==> config.mk <==
export PLATFORM = sky130hd
export DESIGN_NAME = psgar_regs
export DESIGN_NICKNAME = d
export VERILOG_FILES = /design/src/verilog/psgar_pkg.sv /design/src/verilog/psgar_regs.sv
export SDC_FILE = /design/constraint.sdc
export NUM_CORES = 2
export LEC_CHECK = 0
export ABC_AREA = 0
export BUFFER_PORTS_ARGS = -buffer_cell sky130_fd_sc_hd__clkbuf_2
export CAP_MARGIN = 25
export CORE_MARGIN = 4
export CORE_UTILIZATION = 45
export CTS_CLUSTER_DIAMETER = 150
export CTS_CLUSTER_SIZE = 14
export DETAILED_ROUTE_END_ITERATION = 12
export GPL_ROUTABILITY_DRIVEN = 0
export PLACE_DENSITY = 0.7
export SLEW_MARGIN = 20
export SYNTH_ARGS = -nofsm -noshare
export SYNTH_HDL_FRONTEND = slang
export SYNTH_SLANG_ARGS = --single-unit
==> constraint.sdc <==
create_clock -name mclk -period 8.8 [get_ports mclk]
set_input_delay 0.44 -clock mclk [delete_from_list [all_inputs] [get_ports mclk]]
set_output_delay 0.44 -clock mclk [all_outputs]
set_load 0.02 [all_outputs]
==> src/verilog/psgar_pkg.sv <==
// package: map, field layout and carriers of the parameter-save / pin / aux-result bank
package psgar_pkg;
   // ---------------------------------------------------------------
   // register offsets on the control port (register numbers)
   // ---------------------------------------------------------------
   localparam logic [15:0] ADDR_SLOT_FIRST = 16'h0800;
   localparam logic [15:0] ADDR_SLOT_LAST = 16'h0807;
   localparam logic [15:0] ADDR_PIN_LEVELS = 16'h0808;
   localparam logic [15:0] ADDR_AUX_FIRST = 16'h0809;
   localparam logic [15:0] ADDR_AUX_LAST = 16'h080c;
   localparam logic [15:0] ADDR_MP_CFG_LOW = 16'h0820;
   localparam logic [15:0] ADDR_MP_CFG_HIGH = 16'h0821;
   localparam logic [15:0] ADDR_AUX_PWR = 16'h0822;
   localparam logic [15:0] ADDR_RSVD_A = 16'h0823;
   localparam logic [15:0] ADDR_AUX_EN = 16'h0824;
   localparam logic [15:0] ADDR_RSVD_B = 16'h0825;
   localparam logic [15:0] ADDR_OSC_PD = 16'h0826;
   localparam logic [15:0] ADDR_DAC_SETUP = 16'h0827;
   // ---------------------------------------------------------------
   // field layout and storage masks
   // ---------------------------------------------------------------
   localparam int PARAM_W = 28;
   localparam int PIN_W = 12;
   localparam int AUX_W = 12;
   localparam int N_SLOTS = 8;
   localparam int N_AUX = 4;
   localparam int FIL_POS = 8;
   localparam int AUX_EN_POS = 15;
   localparam logic [15:0] AUX_PWR_MASK = 16'h03ef;
   localparam logic [15:0] AUX_EN_MASK = 16'h8000;
   localparam logic [15:0] OSC_PD_MASK = 16'h0004;
   localparam logic [15:0] DAC_SETUP_MASK = 16'h0003;
   localparam logic [11:0] AUX_FULL_SCALE = 12'hff0;
   localparam logic [11:0] AUX_UNITY = 12'h800;
   // ---------------------------------------------------------------
   // reset values
   // ---------------------------------------------------------------
   localparam logic [27:0] RST_SLOT = 28'h0000000;
   localparam logic [15:0] RST_REG16 = 16'h0000;
   localparam logic [23:0] RST_REG24 = 24'h000000;
   // ---------------------------------------------------------------
   // carriers
   // ---------------------------------------------------------------
   typedef enum logic {SV_IDLE, SV_SEND} psgar_save_e;
   typedef struct packed {
      logic frame_tick;
      logic [7:0][27:0] param;
   } psgar_core_s;
   typedef struct packed {
      logic valid;
      logic [1:0] chan;
      logic [7:0] code;
   } psgar_conv_s;
   typedef struct packed {
      logic valid;
      logic [2:0] index;
      logic [27:0] data;
   } psgar_word_s;
   typedef struct packed {
      logic [23:0] mp_cfg_low;
      logic [23:0] mp_cfg_high;
      logic [15:0] aux_pwr;
      logic [15:0] aux_en;
      logic [15:0] osc_pd;
      logic [15:0] dac_setup;
   } psgar_cfg_s;
   typedef struct packed {
      logic [7:0][27:0] slot;
      logic [7:0][27:0] snap;
      logic [11:0] pins;
      logic [2:0][11:0] pin_sync;
      logic [11:0] pin_lvl;
      logic [3:0][11:0] aux;
      logic [3:0][11:0] aux_scaled;
      logic [2:0] trig_sync;
      logic trig_lvl;
      psgar_save_e save_state;
      logic save_start;
      psgar_word_s save_out;
      logic restore_req;
      psgar_cfg_s cfg;
      logic [31:0] rdata;
      logic rd_valid;
   } psgar_state_s;
endpackage

==> src/verilog/psgar_regs.sv <==
// parameter save slots, pin level register and aux converter results behind the control port
`timescale 1ns/1ps
module psgar_regs
   import psgar_pkg::*;
(
   input wire logic mclk,
   input wire logic reset,
   input wire logic reg_wr_en,
   input wire logic reg_rd_en,
   input wire logic [15:0] reg_addr,
   input wire logic [31:0] reg_wdata,
   output logic [31:0] reg_rdata,
   output logic reg_rd_valid,
   input wire logic host_override_param_slots,
   input wire logic host_override_pin_levels,
   input wire logic host_override_aux_results,
   input wire psgar_core_s core_update,
   input wire logic [11:0] multipurpose_pin_in,
   output logic [11:0] multipurpose_pin_levels,
   input wire psgar_conv_s conv_sample,
   output logic [3:0][27:0] aux_param_word,
   input wire logic save_trigger_pin,
   input wire logic save_edge_rising,
   output logic save_start,
   output psgar_word_s save_word,
   input wire logic save_ready,
   input wire psgar_word_s restore_word,
   output logic restore_request,
   output psgar_cfg_s cfg
);
   // ---------------------------------------------------------------
   // helpers
   // ---------------------------------------------------------------
   function automatic logic in_range(logic [15:0] a, logic [15:0] lo, logic [15:0] hi);
      in_range = (a >= lo) && (a <= hi);
   endfunction

   // map the stored 12-bit result to 1.11; saturate so full scale is exact unity
   function automatic logic [11:0] aux_scale(logic [11:0] x);
      if (x >= AUX_FULL_SCALE) begin
         aux_scale = AUX_UNITY;
      end else begin
         aux_scale = (x >> 1) + (x >> 9);
      end
   endfunction

   // one-pole smoother; select 0 passes the raw 8-bit code
   function automatic logic [11:0] aux_filter(logic [11:0] acc, logic [7:0] code,
                                             logic [1:0] sel);
      logic signed [12:0] diff;
      logic signed [12:0] step;
      logic [12:0] sum;
      diff = $signed({1'b0, code, 4'h0}) - $signed({1'b0, acc});
      step = diff >>> sel;
      sum = {1'b0, acc} + 13'(step);
      if (sel == 2'b00) begin
         aux_filter = {code, 4'h0};
      end else begin
         aux_filter = sum[11:0];
      end
   endfunction

   function automatic logic [31:0] read_word(psgar_state_s s, logic [15:0] a);
      logic [15:0] off;
      off = a - ADDR_SLOT_FIRST;
      read_word = 32'h00000000;
      if (in_range(a, ADDR_SLOT_FIRST, ADDR_SLOT_LAST)) begin
         read_word = {4'h0, s.slot[off[2:0]]};
      end else if (a == ADDR_PIN_LEVELS) begin
         read_word = {20'h00000, s.pins};
      end else if (in_range(a, ADDR_AUX_FIRST, ADDR_AUX_LAST)) begin
         read_word = {20'h00000, s.aux[2'(a - ADDR_AUX_FIRST)]};
      end else if (a == ADDR_MP_CFG_LOW) begin
         read_word = {8'h00, s.cfg.mp_cfg_low};
      end else if (a == ADDR_MP_CFG_HIGH) begin
         read_word = {8'h00, s.cfg.mp_cfg_high};
      end else if (a == ADDR_AUX_PWR) begin
         read_word = {16'h0000, s.cfg.aux_pwr};
      end else if (a == ADDR_AUX_EN) begin
         read_word = {16'h0000, s.cfg.aux_en};
      end else if (a == ADDR_OSC_PD) begin
         read_word = {16'h0000, s.cfg.osc_pd};
      end else if (a == ADDR_DAC_SETUP) begin
         read_word = {16'h0000, s.cfg.dac_setup};
      end
   endfunction

   psgar_state_s st;
   psgar_state_s next_st;
   logic trig_edge;
   logic [15:0] slot_off;
   logic [15:0] aux_off;

   assign slot_off = reg_addr - ADDR_SLOT_FIRST;
   assign aux_off = reg_addr - ADDR_AUX_FIRST;
   // ---------------------------------------------------------------
   // next-state logic
   // ---------------------------------------------------------------
   always_comb begin
      next_st = st;
      trig_edge = 1'b0;
      // read answers one cycle after the strobe; reserved space reads zero
      next_st.rd_valid = reg_rd_en;
      if (reg_rd_en) begin
         next_st.rdata = read_word(st, reg_addr);
      end
      // pin and trigger synchronisers: a change counts once stages two and three agree
      next_st.pin_sync = {st.pin_sync[1:0], multipurpose_pin_in};
      next_st.pin_lvl = (st.pin_sync[1] & ~(st.pin_sync[1] ^ st.pin_sync[2]))
                      | (st.pin_lvl & (st.pin_sync[1] ^ st.pin_sync[2]));
      next_st.trig_sync = {st.trig_sync[1:0], save_trigger_pin};
      if (st.trig_sync[1] == st.trig_sync[2]) begin
         next_st.trig_lvl = st.trig_sync[1];
      end
      // no save while the restore runs: the level settling after reset is not an edge
      trig_edge = (next_st.trig_lvl != st.trig_lvl) && (next_st.trig_lvl == save_edge_rising)
                  && !st.restore_req;
      // slots follow the core each sample period unless the host owns them
      if (!host_override_param_slots && core_update.frame_tick) begin
         next_st.slot = core_update.param;
      end
      if (reg_wr_en && host_override_param_slots
          && in_range(reg_addr, ADDR_SLOT_FIRST, ADDR_SLOT_LAST)) begin
         next_st.slot[slot_off[2:0]] = reg_wdata[27:0];
      end
      // restore from EEPROM wins, since it replays settings saved before power-down
      if (restore_word.valid) begin
         next_st.slot[restore_word.index] = restore_word.data;
         if (restore_word.index == 3'd7) begin
            next_st.restore_req = 1'b0;
         end
      end
      // pin register: host-owned under override, else sampled pins once per frame
      if (host_override_pin_levels) begin
         if (reg_wr_en && reg_addr == ADDR_PIN_LEVELS) begin
            next_st.pins = reg_wdata[11:0];
         end
      end else if (core_update.frame_tick) begin
         next_st.pins = st.pin_lvl;
      end
      // aux results: converter updates unless the host owns them
      if (host_override_aux_results) begin
         if (reg_wr_en && in_range(reg_addr, ADDR_AUX_FIRST, ADDR_AUX_LAST)) begin
            next_st.aux[aux_off[1:0]] = reg_wdata[11:0];
         end
      end else if (conv_sample.valid && st.cfg.aux_en[AUX_EN_POS]) begin
         next_st.aux[conv_sample.chan] = aux_filter(st.aux[conv_sample.chan],
            conv_sample.code, st.cfg.aux_pwr[FIL_POS+1:FIL_POS]);
      end
      for (int i = 0; i < N_AUX; i++) begin
         next_st.aux_scaled[i] = aux_scale(next_st.aux[i]);
      end
      // configuration words keep only their defined bits
      if (reg_wr_en) begin
         unique case (reg_addr)
            ADDR_MP_CFG_LOW: next_st.cfg.mp_cfg_low = reg_wdata[23:0];
            ADDR_MP_CFG_HIGH: next_st.cfg.mp_cfg_high = reg_wdata[23:0];
            ADDR_AUX_PWR: next_st.cfg.aux_pwr = reg_wdata[15:0] & AUX_PWR_MASK;
            ADDR_AUX_EN: next_st.cfg.aux_en = reg_wdata[15:0] & AUX_EN_MASK;
            ADDR_OSC_PD: next_st.cfg.osc_pd = reg_wdata[15:0] & OSC_PD_MASK;
            ADDR_DAC_SETUP: next_st.cfg.dac_setup = reg_wdata[15:0] & DAC_SETUP_MASK;
            default: next_st.cfg = st.cfg; // reserved and other addresses ignored
         endcase
      end
      // save stream: snapshot on the edge so later core updates cannot tear the set
      next_st.save_start = 1'b0;
      unique case (st.save_state)
         SV_IDLE: begin
            if (trig_edge) begin
               next_st.snap = st.slot;
               next_st.save_start = 1'b1;
               next_st.save_out = '{valid: 1'b1, index: 3'd0, data: st.slot[0]};
               next_st.save_state = SV_SEND;
            end
         end
         SV_SEND: begin
            // edges during a save are dropped; the stream is never restarted mid-way
            if (save_ready) begin
               if (st.save_out.index == 3'd7) begin
                  next_st.save_out.valid = 1'b0;
                  next_st.save_state = SV_IDLE;
               end else begin
                  next_st.save_out.index = st.save_out.index + 3'd1;
                  next_st.save_out.data = st.snap[st.save_out.index + 3'd1];
               end
            end
         end
      endcase
   end

   // state register
   always_ff @(posedge mclk) begin
      if (reset) begin
         st <= '0;
         st.restore_req <= 1'b1;
      end else begin
         st <= next_st;
      end
   end

   // ---------------------------------------------------------------
   // outputs
   // ---------------------------------------------------------------
   assign reg_rdata = st.rdata;
   assign reg_rd_valid = st.rd_valid;
   assign multipurpose_pin_levels = st.pins;
   assign save_start = st.save_start;
   assign save_word = st.save_out;
   assign restore_request = st.restore_req;
   assign cfg = st.cfg;
   // 5.23 word: four zero msbs, 1.11 value, twelve zero lsbs
   always_comb begin
      for (int i = 0; i < N_AUX; i++) begin
         aux_param_word[i] = {4'h0, st.aux_scaled[i], 12'h000};
      end
   end
endmodule // psgar_regs
# [Word level (Yosys, flattened, before mapping)]
# Index checks and enable logic that the tools add are counted.
[op_classes] reduce_logical=34 n_eq_ne=17 n_bitwise=6 n_mux=54 n_addsub=9 order_cmp=17 shift=1
[op_table] operator="2-to-1 mux 224 bit" count=3
[op_table] operator="bitwise mux 224 bit" count=2
[op_table] operator="binary-select mux 28 bit (select 3 bit)" count=2
[op_table] operator="demux 28 bit (select 3 bit)" count=2
[op_table] operator="2-to-1 mux 12 bit" count=14
[op_table] operator="2-to-1 mux 48 bit" count=3
[op_table] operator="equality test 16 x 12 -> 1 bit (second input constant)" count=7
[op_table] operator="2-to-1 mux 28 bit" count=4
[op_table] operator="bitwise mux 48 bit" count=2
[op_table] operator="2-to-1 mux 24 bit" count=4
[op_table] operator="2-to-1 mux 32 bit" count=2
[op_table] operator="one-hot mux 32 bit (2 select lines)" count=1
[op_table] operator="adder 11 x 3 -> 12 bit" count=4
[op_table] operator="binary-select mux 12 bit (select 2 bit)" count=2
[op_table] operator="demux 12 bit (select 2 bit)" count=2
[op_table] operator="greater-or-equal comparator 12 bit (second input constant)" count=4
[op_table] operator="2-to-1 mux 34 bit" count=1
[op_table] operator="greater-or-equal comparator 16 x 12 -> 1 bit (second input constant)" count=2
[op_table] operator="less-or-equal comparator 16 x 12 -> 1 bit (second input constant)" count=2
[op_table] operator="2-to-1 mux 16 bit" count=2
[op_table] operator="2-to-1 mux 31 bit" count=1
[op_table] operator="bitwise AND 12 bit" count=2
[op_table] operator="AND reduction 2 bit" count=9
[op_table] operator="logical AND 1 bit" count=14
[op_table] operator="other kinds (28)" count=47
[word_totals] output_inout_bits=303 wordCells=187 reg_bits=737 in_bits=338

# [Logic depth before layout (Yosys ltp)]
[depth] ltp_word=13 ltp_mapped=31 mapped_depth_nobuf=27

# [Least setup slack after synthesis]
# OpenSTA, ideal clock, no wires.
[synth_path] path_type="in2reg" from="input conv_sample[8] (netlist bit)" to="register st (netlist bit aux_param_word[49])" setup_ns=0.117 path_buffers=4 arrival_ns=6.850 path_slack_ns=1.833 stages=28 t_required_ns=8.683 path_cell_list="clkbuf_1 buf_1 mux4_2 inv_1 ha_1 or2_2 a21oi_1 a211oi_1 o21a_1 nor2_1 xnor2_1 mux2_2 mux2_2 ha_1 clkbuf_1 a211o_1 or3_1 o221ai_1 nand2_1 nor4b_1 or2_0 clkbuf_1 nor2_2 clkinv_1 ha_1 a21oi_1 a311o_1 a22o_1"
[synth_via] elab_chain_cells=13
[synth_lines] item="from (decl)" line_no="psgar_regs.sv:20" rtl="input wire psgar_conv_s conv_sample,"
[synth_lines] item="binary-select mux 12 bit (select 2 bit)" line_no="psgar_regs.sv:147" rtl="next_st.aux[conv_sample.chan] = aux_filter(st.aux[conv_sample.chan],"
[synth_lines] item="2-to-1 mux 12 bit (implied by the code)" line_no="psgar_regs.sv:147"
[synth_lines] item="subtractor 12 x 12 -> 13 bit" line_no="psgar_regs.sv:53" rtl="diff = $signed({1'b0, code, 4'h0}) - $signed({1'b0, acc});"
[synth_lines] item=">>> shifter 13 x 2 -> 12 bit" line_no="psgar_regs.sv:54" rtl="step = diff >>> sel;"
[synth_lines] item="adder 12 bit" line_no="psgar_regs.sv:55" rtl="sum = {1'b0, acc} + 13'(step);"
[synth_lines] item="2-to-1 mux 12 bit" line_no="psgar_regs.sv:56" rtl="if (sel == 2'b00) begin"
[synth_lines] item="2-to-1 mux 12 bit" line_no="psgar_regs.sv:146" rtl="end else if (conv_sample.valid && st.cfg.aux_en[AUX_EN_POS]) begin"
[synth_lines] item="2-to-1 mux 12 bit" line_no="psgar_regs.sv:142" rtl="if (host_override_aux_results) begin"
[synth_lines] item="bitwise mux 48 bit (*)" line_no="psgar_regs.sv:147"
[synth_lines] item="2-to-1 mux 48 bit (*)" line_no="psgar_regs.sv:146"
[synth_lines] item="2-to-1 mux 48 bit (*)" line_no="psgar_regs.sv:142"
[synth_lines] item="greater-or-equal comparator 12 bit" line_no="psgar_regs.sv:40" rtl="if (x >= AUX_FULL_SCALE) begin"
[synth_lines] item="OR reduction 2 bit (no line)"
[synth_lines] item="to (signal assigned)" line_no="psgar_regs.sv:197" rtl="st <= next_st;"
[synth_lines] item="to (decl)" line_no="psgar_regs.sv:88" rtl="psgar_state_s st;"
# Mark *: on every way between the ends. The rest lies on a longest branch, timed or not. The select of a mux whose other input is x is not followed.
# A chain may end at the register's enable or synchronous reset.

# [Worst setup path in the final report]
[layout_path] from="input conv_sample[8] (netlist bit)" to="register st (netlist bit aux_param_word[15])"
# Same word-level chain as after synthesis.

==> reports/results.ini <==
[critical_path]
worstPathArrival_ns=7.77
endpoint=aux_param_word[15]
cp-end-kind=register
reg2reg_from=st[269]
crit_type=primary input to register
startpoint=conv_sample[8]
ff2ff_path_depth=23
cp_max_fo=25
r2r_end=aux_param_word[15]
critPathLaunchType=primary input
worstPathRequired_ns=9.37
ff2ff_setup_slack_ns=1.72

[global_route]
antenna_found_initial=28
grt_max_degree=223
grt_pass1_vias=34228
grt_pass1_wl_mm=230
grtUsageTotal_pct=32.1
gr-total-overflow=0

[pwr]
power.density_nw_per_um2=163
ir_drop_mv=0.181
p_total_w=0.00710
leakagePower_nw=16.8

[cts]
cts-root-buf=clkbuf_16
h-tree-depth=2
tritoncts=yes
post_cts_buffers=0
cts.sinks=733
cts_resized=0
clkSlewWorstSetupHoldPaths_ns=0.07
clk_latency_ns=0.71
cts_max_path_buffers=3
cts-hold-fix-buffers=9
cts-buffers-inserted=58

[floorplan]
boundaryPins=641
dieArea_sq_um=94800
core_area_sq_um=88800
fp-row-count=109
start_util_pct=45.6
die_w_um=308
die_h_um=308

[run]
drv_cap=0

[final_layout]
nets=5323
drive_above_1_share_pct=18.4
area.sequential_sq_um=14700
final_cell_mix=1156 x nand2_1, 731 x dfxtp_1, 581 x a21oi_1
area_growth_pct=7.52
fill_cells=8509
final_common_cell=nand2_1
multiInputGateArea_sq_um=22200

[synthesis]
synth_cell_types=89
syn_area_sq_um=40500
async_flop_share_pct=0
ys_seq_area_share_pct=36.3
synth-edff-count=0
synth_area_per_cell_sq_um=8.25
yosys_warnings=0
syn_inst=4902
ys.flop_type=dfxtp_1
ys_seq_elements=733

[timing]
fin_ws_ns=1.61
fin_crit_ns=7.19
clock_skew_ns=0.0856
fmax_ghz=0.139
finalHoldViolCount=0
layout_worst_path_cycle_share_pct=81.7
drv_slew=0
fin_hold_ws_ns=0.0310
finalSetupViolations=0
tns_ns=0
grt_setup_unrepaired=no
timing.slew.headroom_pct=19.4
worst_slew_pin_slew_ns=1.21

[drt]
totalWireLength_mm=160
post_drt_wl_per_cell_um=26.0
via_count=37791
drtAntennaViolNets=0
drt_iter0_drc=5197
via_per_inst=6.17
route.detailed.drc=0
dr.pass1.iters=6

[place]
dp_hpwl_mm=108
pre_cts_ws_ns=1.04
port_buffers=517

[outcome]
status=complete, no violations

[min_path]
hold_path.class=primary input to register

## cell type report
type | count | share of cell area (%)
diodes | 20 | 0.115
repair buffers | 591 | 7.51
clock buffers | 59 | 3.35
well taps | 1165 | 3.35
inverters | 57 | 0.492
multi-input cells | 3498 | 51.1
flip-flops and latches | 733 | 33.8
clock inverters | 5 | 0.293
## power by group
group / internal (W) / total (W) / switching, W
clock network: 0.00121 / 0.00250 / 0.00130
logic: 0.000399 / 0.00109 / 0.000696
registers: 0.00342 / 0.00350 / 0.0000842
## cells in the mapped netlist, types with 16 or more instances
master / number / share of area [%]
nand3_1: 47 / 0.58
and2_1: 19 / 0.29
o21ai_0: 68 / 0.84
nor2b_1: 52 / 0.80
inv_1: 54 / 0.50
a311oi_1: 32 / 0.69
mux2i_1: 288 / 7.1
xnor2_1: 17 / 0.37
nor2_1: 207 / 1.9
mux2_2: 56 / 1.6
o211ai_1: 257 / 4.8
clkbuf_1: 356 / 3.3
nand2b_1: 18 / 0.28
a211oi_1: 44 / 0.82
a222oi_1: 16 / 0.40
mux4_2: 135 / 7.5
dfxtp_1: 733 / 36
nand2_1: 1162 / 11
a21oi_1: 581 / 7.2
buf_1: 69 / 0.64
buf_4: 300 / 5.6
or2_2: 20 / 0.31
nor3_1: 52 / 0.64
ha_1: 44 / 1.4
a31oi_1: 19 / 0.29
## flip-flops by register name, summed over array words and instances (netlist names), named ones only
register                 cells
save_start                   1
st                         507
reg_rdata                   28
aux_param_word              48
multipurpose_pin_levels     12
save_word                   32
cfg                         61
restore_request              1
reg_rd_valid                 1
next_st                     26
## routing by layer
metal / part of all wire (%) / GRT usage (%) / vias to the layer above
li1: - / - / 16837
met1: 39 / 42.8 / 18053
met2: 43 / 48.3 / 2484
met3: 12 / 8.80 / 407
met4: 5.4 / 15.5 / 10
met5: 0.060 / 0 / -
## through the flow
stage | util [%] | std cells | cell area [sq um]
floorplan | - | 5020 | 40900
CTS | 48.9 | 6106 | 43400
finish | 49.0 | 6128 | 43500
global route | 49.0 | 6122 | 43500
global placement | 47.0 | 6031 | 41700
detailed placement | 47.0 | 6033 | 41700
## worst max-delay path, stage by stage
cell and delay (ns):
clkbuf_2 0.56, mux4_2 0.65, inv_1 0.13, ha_1 0.23
nand2_1 0.10, nor4_1 0.49, nor3_1 0.17, o21a_1 0.24
xnor2_1 0.16, mux2_2 0.29, mux2_2 0.27, ha_1 0.39
a211o_1 0.36, or3_1 0.33, o221ai_1 0.24, nand2_1 0.18
nor4b_1 0.19, or2_2 0.35, nor2_1 0.67, inv_1 0.20
ha_1 0.36, a21oi_1 0.39, a31oi_1 0.14, nor3b_1 0.24
## worst min path at each step
stage,slack [ns],to,from,cells past startpoint
CTS,0.008,next_st[305],multipurpose_pin_in[1],2
global route,0.01,next_st[305],multipurpose_pin_in[1],2
detailed placement,0.42,next_st[326],next_st[314],1
floorplan,0.41,next_st[183],next_st[182],1
global placement,0.42,next_st[324],next_st[312],1
finish,0.03,next_st[305],multipurpose_pin_in[1],2
## cells by family after synthesis
group / synth area share (%)
compound gates: 18.0
xor+xnor: 0.563
fa+ha+maj: 1.46
buf+inv: 10.1
flops: 36.3
mux: 16.2
other cells: 0.00927
simple gates: 17.3
Note: power is estimated with default switching activity, not from simulation.
